===== src/mtu_regs.svh =====
// register map, field positions, reset values and rates of the timer unit
`ifndef MTU_REGS_SVH
`define MTU_REGS_SVH
`define MTU_ADDR_CTRL    8'h00
`define MTU_ADDR_FLAGS   8'h04
`define MTU_ADDR_ENABLE  8'h08
`define MTU_CNT_BASE     8'h10
`define MTU_CNT_STRIDE   8'h20
`define MTU_OFF_CFG      8'h00
`define MTU_OFF_RLD_HI   8'h04
`define MTU_OFF_RLD_LO   8'h08
`define MTU_OFF_CUR_HI   8'h0c
`define MTU_OFF_CUR_LO   8'h10
`define MTU_CFG_SEL_LSB  0
`define MTU_CFG_RELOAD   2
`define MTU_CFG_START    3
`define MTU_CFG_AUTOSTBY 4
`define MTU_CTRL_APPLY   4
`define MTU_SEL_BIT      7
`define MTU_FLAG_COMB    5
`define MTU_EN_PIN       5
`define MTU_RST_RELOAD   16'h0000
`define MTU_RST_CFG      8'h00
`define MTU_RST_ENABLE   8'h00
`define MTU_MCLK_KHZ     16'd50000
`define MTU_FAST_KHZ     16'd13560
`define MTU_SLOW_KHZ     16'd212
`endif


===== src/mtu_pkg.sv =====
// types shared by the timer unit
package mtu_pkg;
    typedef logic [15:0] mtu_count_t;
    typedef enum logic [1:0] {
        MTU_SEL_FAST = 2'b00,
        MTU_SEL_SLOW = 2'b01,
        MTU_SEL_WAKE = 2'b11,
        MTU_SEL_OFF  = 2'b10
    } mtu_clksel_e;
endpackage


===== src/mtu_timer_unit.sv =====
// four general down-counters and a wake-up counter behind AXI4-Lite
// Summary of operation
// (RL1) general counters count 13.56 MHz, 212 kHz or wake counter underflows
// (RL2) each counter is 16 bits, reload 0000h-FFFFh in high and low bytes
// (RL3) wake counter always counts the low-power oscillator
// (RL4) shared control starts/stops general counters and shows which run
// (RL5) a running counter decrements each count clock; value readable by bytes
// (RL6) counter at 0000h raises its flag on the next count clock
// (RL7) software can set and clear each underflow flag; hardware also sets it
// (RL8) on underflow halt at 0000h or reload and continue, per config bit
// (RL9) running bit reads set exactly while the counter counts
// (RL10) software writes apply-now with running set to start, clear to stop
// (RL11) start bit in a counter's config register also starts it
// (RL12) stop event before underflow freezes the value, no flag raised
// (RL13) without stop event counter reaches zero and flags one clock later
// (RL14) wake counter wakes from standby; auto-standby re-enters if no card
// (RL15) auto-standby cleared keeps the system powered after empty detection
// (RL16) software ignores stopwatch result while the underflow flag is set
// (RL17) reload plus enabled interrupt gives a request every reload period
// (RL18) each general counter owns a distinct underflow flag
// (RL19) enabled underflow events drive the interrupt request pin
// (RL20) combined flag sets whenever any source flag becomes set
// (RL21) flag/enable writes: bit 7 selects set or clear of bits written one
// (RL22) each start copies the reload value into the counter first
//
// The address map and register access over AXI4-Lite are this design's own decisions.
`timescale 1ns/100ps
`include "mtu_regs.svh"
module mtu_timer_unit #(
    parameter int NUM_GEN = 4,
    parameter int ADDR_W  = 8
) (
    input  wire logic              mclk,
    input  wire logic              resetn,
    input  wire logic              s_axi_awvalid,
    output logic                   s_axi_awready,
    input  wire logic [ADDR_W-1:0] s_axi_awaddr,
    input  wire logic              s_axi_wvalid,
    output logic                   s_axi_wready,
    input  wire logic [31:0]       s_axi_wdata,
    input  wire logic [3:0]        s_axi_wstrb,
    output logic                   s_axi_bvalid,
    input  wire logic              s_axi_bready,
    output logic [1:0]             s_axi_bresp,
    input  wire logic              s_axi_arvalid,
    output logic                   s_axi_arready,
    input  wire logic [ADDR_W-1:0] s_axi_araddr,
    output logic                   s_axi_rvalid,
    input  wire logic              s_axi_rready,
    output logic [31:0]            s_axi_rdata,
    output logic [1:0]             s_axi_rresp,
    input  wire logic              lpoClk,
    input  wire logic [NUM_GEN-1:0] stopEvent,
    input  wire logic              detectDone,
    input  wire logic              cardFound,
    output logic                   irqOut,
    output logic                   wakeUp,
    output logic                   standby,
    output mtu_pkg::mtu_count_t    wakeValue
);
    import mtu_pkg::*;
    localparam int NC = NUM_GEN + 1;
    localparam int WK = NUM_GEN;

    logic              awHave, wHave;
    logic [ADDR_W-1:0] awAddr;
    logic [7:0]        wrData;
    logic              wrEn, wrHit, rdHit;
    logic [31:0]       rdWord;
    logic [15:0]       fastAcc, slowAcc;
    logic              fastTick, slowTick;
    logic [2:0]        lpoSync;
    logic              lpoLvl, lpoTick;
    mtu_count_t        cnt    [NC];
    mtu_count_t        reload [NC];
    logic [7:0]        cfg    [NC];
    logic [NC-1:0]     runs, tick, uf, startReq, stopReq;
    logic [NC-1:0]     flags, enables;
    logic              combFlag, pinEn;
    assign s_axi_awready = !awHave && !s_axi_bvalid;
    assign s_axi_wready  = !wHave && !s_axi_bvalid;
    assign s_axi_arready = !s_axi_rvalid;
    assign wrEn = awHave && wHave && !s_axi_bvalid;

    always_ff @(posedge mclk or negedge resetn) begin
        if (!resetn) begin
            awHave <= 1'b0;
            awAddr <= '0;
        end else if (s_axi_awvalid && s_axi_awready) begin
            awHave <= 1'b1;
            awAddr <= s_axi_awaddr;
        end else if (wrEn) begin
            awHave <= 1'b0;
        end
    end

    // registers are one byte wide: only lane 0 carries a write
    always_ff @(posedge mclk or negedge resetn) begin
        if (!resetn) begin
            wHave  <= 1'b0;
            wrData <= 8'h00;
        end else if (s_axi_wvalid && s_axi_wready) begin
            wHave  <= 1'b1;
            wrData <= s_axi_wstrb[0] ? s_axi_wdata[7:0] : 8'h00;
        end else if (wrEn) begin
            wHave <= 1'b0;
        end
    end

    always_ff @(posedge mclk or negedge resetn) begin
        if (!resetn) begin
            s_axi_bvalid <= 1'b0;
            s_axi_bresp  <= 2'b00;
        end else if (wrEn) begin
            s_axi_bvalid <= 1'b1;
            s_axi_bresp  <= wrHit ? 2'b00 : 2'b10;
        end else if (s_axi_bready) begin
            s_axi_bvalid <= 1'b0;
        end
    end

    always_ff @(posedge mclk or negedge resetn) begin
        if (!resetn) begin
            s_axi_rvalid <= 1'b0;
            s_axi_rdata  <= 32'h0;
            s_axi_rresp  <= 2'b00;
        end else if (s_axi_arvalid && s_axi_arready) begin
            s_axi_rvalid <= 1'b1;
            s_axi_rdata  <= rdWord;
            s_axi_rresp  <= rdHit ? 2'b00 : 2'b10;
        end else if (s_axi_rready) begin
            s_axi_rvalid <= 1'b0;
        end
    end
    function automatic logic isCnt(input logic [ADDR_W-1:0] a,
                                   input int i, input logic [7:0] off);
        isCnt = a == ADDR_W'(`MTU_CNT_BASE + i * `MTU_CNT_STRIDE + off);
    endfunction
    // read decode works on the incoming address, so data lands with rvalid
    always_comb begin
        rdWord = 32'h0;
        rdHit  = 1'b1;
        wrHit  = 1'b1;
        case (s_axi_araddr)
            ADDR_W'(`MTU_ADDR_CTRL):   rdWord[NUM_GEN-1:0] = runs[NUM_GEN-1:0]; // RL4 RL9
            ADDR_W'(`MTU_ADDR_FLAGS):  rdWord[7:0] = {2'b00, combFlag, flags};
            ADDR_W'(`MTU_ADDR_ENABLE): rdWord[7:0] = {2'b00, pinEn, enables};
            default:                   rdHit = 1'b0;
        endcase
        for (int i = 0; i < NC; i++) begin
            if (isCnt(s_axi_araddr, i, `MTU_OFF_CFG)) begin
                rdWord[7:0] = cfg[i];
                rdHit       = 1'b1;
            end
            if (isCnt(s_axi_araddr, i, `MTU_OFF_RLD_HI)) begin
                rdWord[7:0] = reload[i][15:8];
                rdHit       = 1'b1;
            end
            if (isCnt(s_axi_araddr, i, `MTU_OFF_RLD_LO)) begin
                rdWord[7:0] = reload[i][7:0];
                rdHit       = 1'b1;
            end
            if (isCnt(s_axi_araddr, i, `MTU_OFF_CUR_HI)) begin
                rdWord[7:0] = cnt[i][15:8]; // RL5
                rdHit       = 1'b1;
            end
            if (isCnt(s_axi_araddr, i, `MTU_OFF_CUR_LO)) begin
                rdWord[7:0] = cnt[i][7:0]; // RL5
                rdHit       = 1'b1;
            end
        end
        if (awAddr > ADDR_W'(`MTU_ADDR_ENABLE)) begin
            wrHit = 1'b0;
            for (int i = 0; i < NC; i++) begin
                for (int o = 0; o <= 16; o += 4) begin
                    if (isCnt(awAddr, i, 8'(o))) begin
                        wrHit = 1'b1;
                    end
                end
            end
        end
    end
    // fractional accumulators keep the average rate exact without a PLL
    always_ff @(posedge mclk or negedge resetn) begin
        if (!resetn) begin
            fastAcc  <= 16'h0;
            fastTick <= 1'b0;
        end else if (fastAcc >= `MTU_MCLK_KHZ - `MTU_FAST_KHZ) begin
            fastAcc  <= fastAcc + `MTU_FAST_KHZ - `MTU_MCLK_KHZ;
            fastTick <= 1'b1;
        end else begin
            fastAcc  <= fastAcc + `MTU_FAST_KHZ;
            fastTick <= 1'b0;
        end
    end
    always_ff @(posedge mclk or negedge resetn) begin
        if (!resetn) begin
            slowAcc  <= 16'h0;
            slowTick <= 1'b0;
        end else if (slowAcc >= `MTU_MCLK_KHZ - `MTU_SLOW_KHZ) begin
            slowAcc  <= slowAcc + `MTU_SLOW_KHZ - `MTU_MCLK_KHZ;
            slowTick <= 1'b1;
        end else begin
            slowAcc  <= slowAcc + `MTU_SLOW_KHZ;
            slowTick <= 1'b0;
        end
    end

    // oscillator is asynchronous: level accepted once stages 2 and 3 agree
    always_ff @(posedge mclk or negedge resetn) begin
        if (!resetn) begin
            lpoSync <= 3'b000;
            lpoLvl  <= 1'b0;
        end else begin
            lpoSync <= {lpoSync[1:0], lpoClk};
            if (lpoSync[1] == lpoSync[2]) begin
                lpoLvl <= lpoSync[2];
            end
        end
    end
    assign lpoTick = (lpoSync[1] == lpoSync[2]) && lpoSync[2] && !lpoLvl;
    always_comb begin
        startReq = '0;
        stopReq  = '0;
        if (wrEn && awAddr == ADDR_W'(`MTU_ADDR_CTRL)) begin
            for (int i = 0; i < NUM_GEN; i++) begin
                if (wrData[`MTU_CTRL_APPLY + i]) begin
                    startReq[i] = wrData[i]; // RL10 RL4
                    stopReq[i]  = !wrData[i]; // RL10
                end
            end
        end
        for (int i = 0; i < NC; i++) begin
            if (wrEn && isCnt(awAddr, i, `MTU_OFF_CFG)
                && wrData[`MTU_CFG_START]) begin
                startReq[i] = 1'b1; // RL11
            end
        end
    end
    for (genvar g = 0; g < NC; g++) begin : gCnt
        logic halt;
        if (g == WK) begin : gWake
            assign tick[g] = lpoTick; // RL3
            assign halt    = 1'b0;
        end else begin : gGen
            always_comb begin
                case (mtu_clksel_e'(cfg[g][1:0])) // RL1
                    MTU_SEL_FAST: tick[g] = fastTick;
                    MTU_SEL_SLOW: tick[g] = slowTick;
                    MTU_SEL_WAKE: tick[g] = uf[WK];
                    default:      tick[g] = 1'b0;
                endcase
            end
            assign halt = stopEvent[g] || stopReq[g]; // RL12
        end
        // underflow is the count clock seen while holding zero
        assign uf[g] = runs[g] && tick[g] && cnt[g] == 16'h0000
                       && !halt && !startReq[g]; // RL6 RL13

        always_ff @(posedge mclk or negedge resetn) begin
            if (!resetn) begin
                reload[g] <= `MTU_RST_RELOAD;
                cfg[g]    <= `MTU_RST_CFG;
            end else if (wrEn) begin
                if (isCnt(awAddr, g, `MTU_OFF_RLD_HI)) begin
                    reload[g][15:8] <= wrData; // RL2
                end
                if (isCnt(awAddr, g, `MTU_OFF_RLD_LO)) begin
                    reload[g][7:0] <= wrData; // RL2
                end
                if (isCnt(awAddr, g, `MTU_OFF_CFG)) begin
                    cfg[g] <= wrData & ~(8'h01 << `MTU_CFG_START);
                end
            end
        end

        always_ff @(posedge mclk or negedge resetn) begin
            if (!resetn) begin
                runs[g] <= 1'b0;
                cnt[g]  <= 16'h0000;
            end else if (startReq[g]) begin
                runs[g] <= 1'b1; // RL9
                cnt[g]  <= reload[g]; // RL22
            end else if (runs[g] && halt) begin
                runs[g] <= 1'b0; // RL12
            end else if (uf[g]) begin
                if (cfg[g][`MTU_CFG_RELOAD]) begin
                    cnt[g] <= reload[g]; // RL8 RL17
                end else begin
                    runs[g] <= 1'b0; // RL8
                end
            end else if (runs[g] && tick[g]) begin
                cnt[g] <= cnt[g] - 16'h0001; // RL5
            end
        end
    end
    assign wakeValue = cnt[WK];
    logic flagWr, enWr;
    assign flagWr = wrEn && awAddr == ADDR_W'(`MTU_ADDR_FLAGS);
    assign enWr   = wrEn && awAddr == ADDR_W'(`MTU_ADDR_ENABLE);

    // a hardware set in the same cycle as a software clear wins
    always_ff @(posedge mclk or negedge resetn) begin
        if (!resetn) begin
            flags    <= '0;
            combFlag <= 1'b0;
        end else begin
            if (flagWr && wrData[`MTU_SEL_BIT]) begin
                flags    <= flags | wrData[NC-1:0] | uf; // RL7 RL21
                combFlag <= combFlag | wrData[`MTU_FLAG_COMB]
                            | (|wrData[NC-1:0]) | (|uf); // RL20
            end else if (flagWr) begin
                flags    <= (flags & ~wrData[NC-1:0]) | uf; // RL7 RL21
                combFlag <= (combFlag & !wrData[`MTU_FLAG_COMB])
                            | (|uf); // RL20
            end else begin
                flags    <= flags | uf; // RL18
                combFlag <= combFlag | (|uf); // RL20
            end
        end
    end
    always_ff @(posedge mclk or negedge resetn) begin
        if (!resetn) begin
            enables <= NC'(`MTU_RST_ENABLE);
            pinEn   <= 1'b0;
        end else if (enWr && wrData[`MTU_SEL_BIT]) begin
            enables <= enables | wrData[NC-1:0]; // RL21
            pinEn   <= pinEn | wrData[`MTU_EN_PIN];
        end else if (enWr) begin
            enables <= enables & ~wrData[NC-1:0]; // RL21
            pinEn   <= pinEn & !wrData[`MTU_EN_PIN];
        end
    end
    always_ff @(posedge mclk or negedge resetn) begin
        if (!resetn) begin
            irqOut <= 1'b0;
        end else begin
            irqOut <= pinEn && |(flags & enables); // RL19
        end
    end
    always_ff @(posedge mclk or negedge resetn) begin
        if (!resetn) begin
            standby <= 1'b0;
            wakeUp  <= 1'b0;
        end else begin
            wakeUp <= uf[WK]; // RL14
            if (uf[WK]) begin
                standby <= 1'b0; // RL14
            end else if (detectDone && !cardFound
                         && cfg[WK][`MTU_CFG_AUTOSTBY]) begin
                standby <= 1'b1; // RL14 RL15
            end
        end
    end
endmodule


===== config.mk =====
export PLATFORM = sky130hd
export DESIGN_NAME = mtu_timer_unit
export DESIGN_NICKNAME = d
export VERILOG_FILES = /design/src/mtu_pkg.sv /design/src/mtu_timer_unit.sv
export VERILOG_INCLUDE_DIRS = /design/src
export SDC_FILE = /design/constraint.sdc
export NUM_CORES = 1
export LEC_CHECK = 0
export ABC_AREA = 1
export BUFFER_PORTS_ARGS = -buffer_cell sky130_fd_sc_hd__buf_2
export CAP_MARGIN = 5
export CORE_AREA = 2 2 191 193
export DETAILED_ROUTE_END_ITERATION = 8
export DIE_AREA = 0 0 193 195
export HOLD_SLACK_MARGIN = 0.08
export PLACE_DENSITY = 0.61
export SLEW_MARGIN = 10
export SYNTH_ARGS = -nofsm -noshare
export SYNTH_HDL_FRONTEND = slang
export SYNTH_SLANG_ARGS = --single-unit

===== constraint.sdc =====
create_clock -name mclk -period 7.35 [get_ports mclk]
set_clock_uncertainty 0.05 [all_clocks]
set_input_delay 0.735 -clock mclk [delete_from_list [all_inputs] [get_ports mclk]]
set_output_delay 0.735 -clock mclk [all_outputs]
set_load 0.02 [all_outputs]

==> summary.md <==
| Metric | Value |
|---|---|
| Detailed Place HPWL | `33040 µm` |
| Core area | `0.03540 mm²` |
| Buf+Inv Stages, Crit Path | `2` |
| Critical-path cell list | `buf_2 > nor2_1 > nand2_1 > nor3_1 > inv_1 > o21ai_0 > nand3_1 > o22ai_1 > nand4_1 > nand2_1 > nand4_1 > nand2_1 > nand2_1` |
| Pre-antenna DRT Iters | `5` |
| RSZ-0062 raised after global routing | `no` |
| Die Y | `195 µm` |
| Clk slew on worst S/H paths | `0.06 ns` |
| Number of DRC markers after the initial detailed-route iteration | `1386` |
| Worst hold-check path type | `in -> async` |
| # Post-CTS Setup Buffers | `0` |
| Pwr dens | `289.5 mW/mm²` |
| CP Class | `in -> reg` |
| Synth Warn # | `0` |
| CP most frequent cell | `nand2_1` |
| Max Cap Viol | `0` |
| Layout cells sized above 1 | `8.930%` |
| Syn avg cell area | `7.591 µm²` |
| GPL Wtd Cong | `0.8896` |
| Status | `completed` |
| Global-route usage over all layers | `24.63%` |
| First-pass GRT wire length | `73420 µm` |
| Maximum clock frequency | `265.0 MHz` |
| P&R area growth vs syn | `9.980%` |
| CTS Sinks | `278` |
| Die X | `193 µm` |
| Critical Path RT | `7.69 ns` |
| Pin count of the biggest net entering global routing | `75` |
| Tightest Pin Transition | `1.051 ns` |
| Post-cts gate resize count | `0` |
| Hold Violations, Final | `0` |
| DRT antenna net count | `0` |
| Final Max Tran Viols | `0` |
| Syn Inst Count | `2086` |
| Total congestion overflow | `0` |
| P_leak | `0.008104 µW` |
| Period utilization | `51.33%` |
| Routed WL | `45920 µm` |
| Vias in the first global route | `13210` |
| Net count, final | `2205` |
| Std cell rows | `69` |
| Initial antenna violation count | `1` |
| Vias | `14140` |
| Starting Density | `44.73%` |
| Mapped Area | `0.01583 mm²` |
| Die Area | `0.03764 mm²` |
| Clk buf depth | `3` |
| CTS tree | `yes` |
| Synth cell types | `54` |
| Arr. time, crit path | `4.12 ns` |
| CP Launch Type | `primary input` |
| Post-route setup TNS | `0 ns` |
| Drt wl/cell | `17.58 µm` |
| VDD IR max | `327.6 µV` |
| Register area share after synthesis | `43.94%` |
| CP max stage delay | `0.68 ns` |
| Buffers on Ports | `72` |
| Clock latency on the worst-skew pair | `0.51 ns` |
| Worst Path Max Fanout | `12` |
| CP delay by family, top | `simple AND/OR/NAND/NOR gates` |
| CTS buffer count | `34` |
| CP Capture Type | `register` |
| Setup violations, final | `0` |
| Worst slew margin | `29.87%` |
| Via density | `5.414` |
| CP max stage cell | `nor3_1` |
| Clock root buffer | `clkbuf_16` |
| Residual DRC | `0` |
| H-tree depth | `2` |
| WHS | `0.1358 ns` |
| Min Tclk post-route | `3.773 ns` |
| Synthesis-stage register bit count | `278` |
| IO Pins | `126` |
| CTS Hold Bufs | `0` |
==> report_power, final <==
part           total, µW  switching, µW  internal, µW
Clock               1630            650           979
Sequential          1930            205          1720
Combinational       1480            988           497
Total               5040           1840          3200
==> sequential cells by signal, indices dropped and copies added (netlist names), 3 cells and up, named ones only <==
name         count
slowAcc         14
cnt             64
awAddr           8
s_axi_rdata      8
reload          80
fastAcc         13
flags            5
wrData           8
cfg             35
lpoSync          3
runs             5
wakeValue       16
==> metrics by stage <==
step                total power, µW  instance area, µm²  worst slack [ns]  instances  utilization [%]
global placement               3394               16320             3.413       2553            46.12
CTS                            5070               17410             3.777       2611            49.19
floorplan                      3042               15930             4.665       2111                -
finish                         5042               17410             3.577       2612            49.20
global route                   5362               17410             3.384       2611            49.19
detailed placement             3427               16320             3.354       2553            46.12
==> per-layer routing <==
layer / wire [µm] / track usage, %
met1: 21220 / 36.29
met2: 20620 / 38.30
met3: 2973 / 3.253
met4: 1088 / 6.117
met5: 13 / 0
==> cell usage in the layout, fill, tap and decap left out, types with 32 or more instances in the layout <==
| cell type | n |
|---|---|
| nor3_1 | 32 |
| nand2_1 | 557 |
| a21oi_1 | 66 |
| o21ai_0 | 252 |
| clkbuf_16 | 37 |
| nand4_1 | 41 |
| inv_1 | 223 |
| dfrtp_1 | 278 |
| buf_2 | 71 |
| nand3_1 | 74 |
| nor2_1 | 175 |
| xor2_1 | 74 |
==> synthesized netlist by cell type, drive strengths merged <==
| cell | n | area, µm² |
|---|---|---|
| xnor2 | 16 | 140.1 |
| a221oi | 4 | 35.03 |
| nand2 | 565 | 2161 |
| o31ai | 6 | 45.04 |
| o2111ai | 3 | 26.28 |
| ha | 11 | 137.6 |
| nand3b | 3 | 22.52 |
| clkbuf | 36 | 136.4 |
| a21oi | 66 | 330.3 |
| mux2i | 10 | 100.1 |
| nor2 | 184 | 728.2 |
| conb | 1 | 3.750 |
| nand3 | 77 | 400.4 |
| o22ai | 10 | 62.56 |
| a31oi | 30 | 187.7 |
| a32o | 1 | 10.01 |
| xor2 | 74 | 648.1 |
| o311ai | 2 | 17.52 |
| nand4 | 44 | 311.6 |
| o211ai | 12 | 90.09 |
| a21boi | 1 | 7.510 |
| clkinv | 1 | 3.750 |
| buf | 60 | 451.7 |
| a211oi | 2 | 20.02 |
| or2 | 10 | 62.56 |
| o221ai | 5 | 43.79 |
| and2 | 1 | 6.260 |
| o21ai | 286 | 1461 |
| nand2b | 1 | 6.260 |
| nor4 | 9 | 56.30 |
| dfrtp | 278 | 6957 |
| nor3b | 2 | 15.01 |
| nor3 | 34 | 192.7 |
| mux2 | 5 | 56.30 |
| inv | 235 | 892.1 |
| o21bai | 1 | 7.510 |
==> area by class of cell <==
cell class	count	area [µm²]
Clock buffer	48	1037
Timing Repair Buffer	77	407.9
Multi-Input combinational cell	1501	7487
Fill cell	3457	17980
Antenna cell	1	2.502
Sequential cell	278	6957
Inverter	236	895.9
Clock inverter	10	50.05
Tap cell	461	576.8
==> path summary, 6_finish.rpt <==
path | slack, ns | from | endpoint | cells after the start
worst max register to register | 3.74 | awAddr[1]$_DFFE_PN0P_ | wakeValue[15]$_DFFE_PN0P_ | 16
worst min-delay path | 0.14 | resetn | cnt[68]$_DFFE_PN0P_ | 1
max in group asynchronous | 5.76 | resetn | asynchronous set/reset pin | 2
worst max-delay path | 3.58 | s_axi_araddr[1] | s_axi_rdata[3]$_DFFE_PN0P_ | 13
min in group mclk | 0.29 | lpoClk | lpoSync[0]$_DFF_PN0_ | 1
worst min register to register | 0.33 | lpoSync[0]$_DFF_PN0_ | lpoSync[1]$_DFF_PN0_ | 0
==> logic make-up (layout without fill, tap and decap cells) <==
group / Yosys count / count (layout) / synth area share (%)
AND/OR/NAND/NOR: 930 / 930 / 25.03
XOR/XNOR: 90 / 90 / 4.978
multiplexers: 15 / 15 / 0.9878
flip-flops: 278 / 278 / 43.94
buffers and inverters: 332 / 371 / 9.372
AO/OA/AOI/OAI: 429 / 429 / 14.81
adder cells (fa/ha/maj): 11 / 11 / 0.8692
other: 1 / 27 / 0.02368
Power figures use the tool's default switching activity.
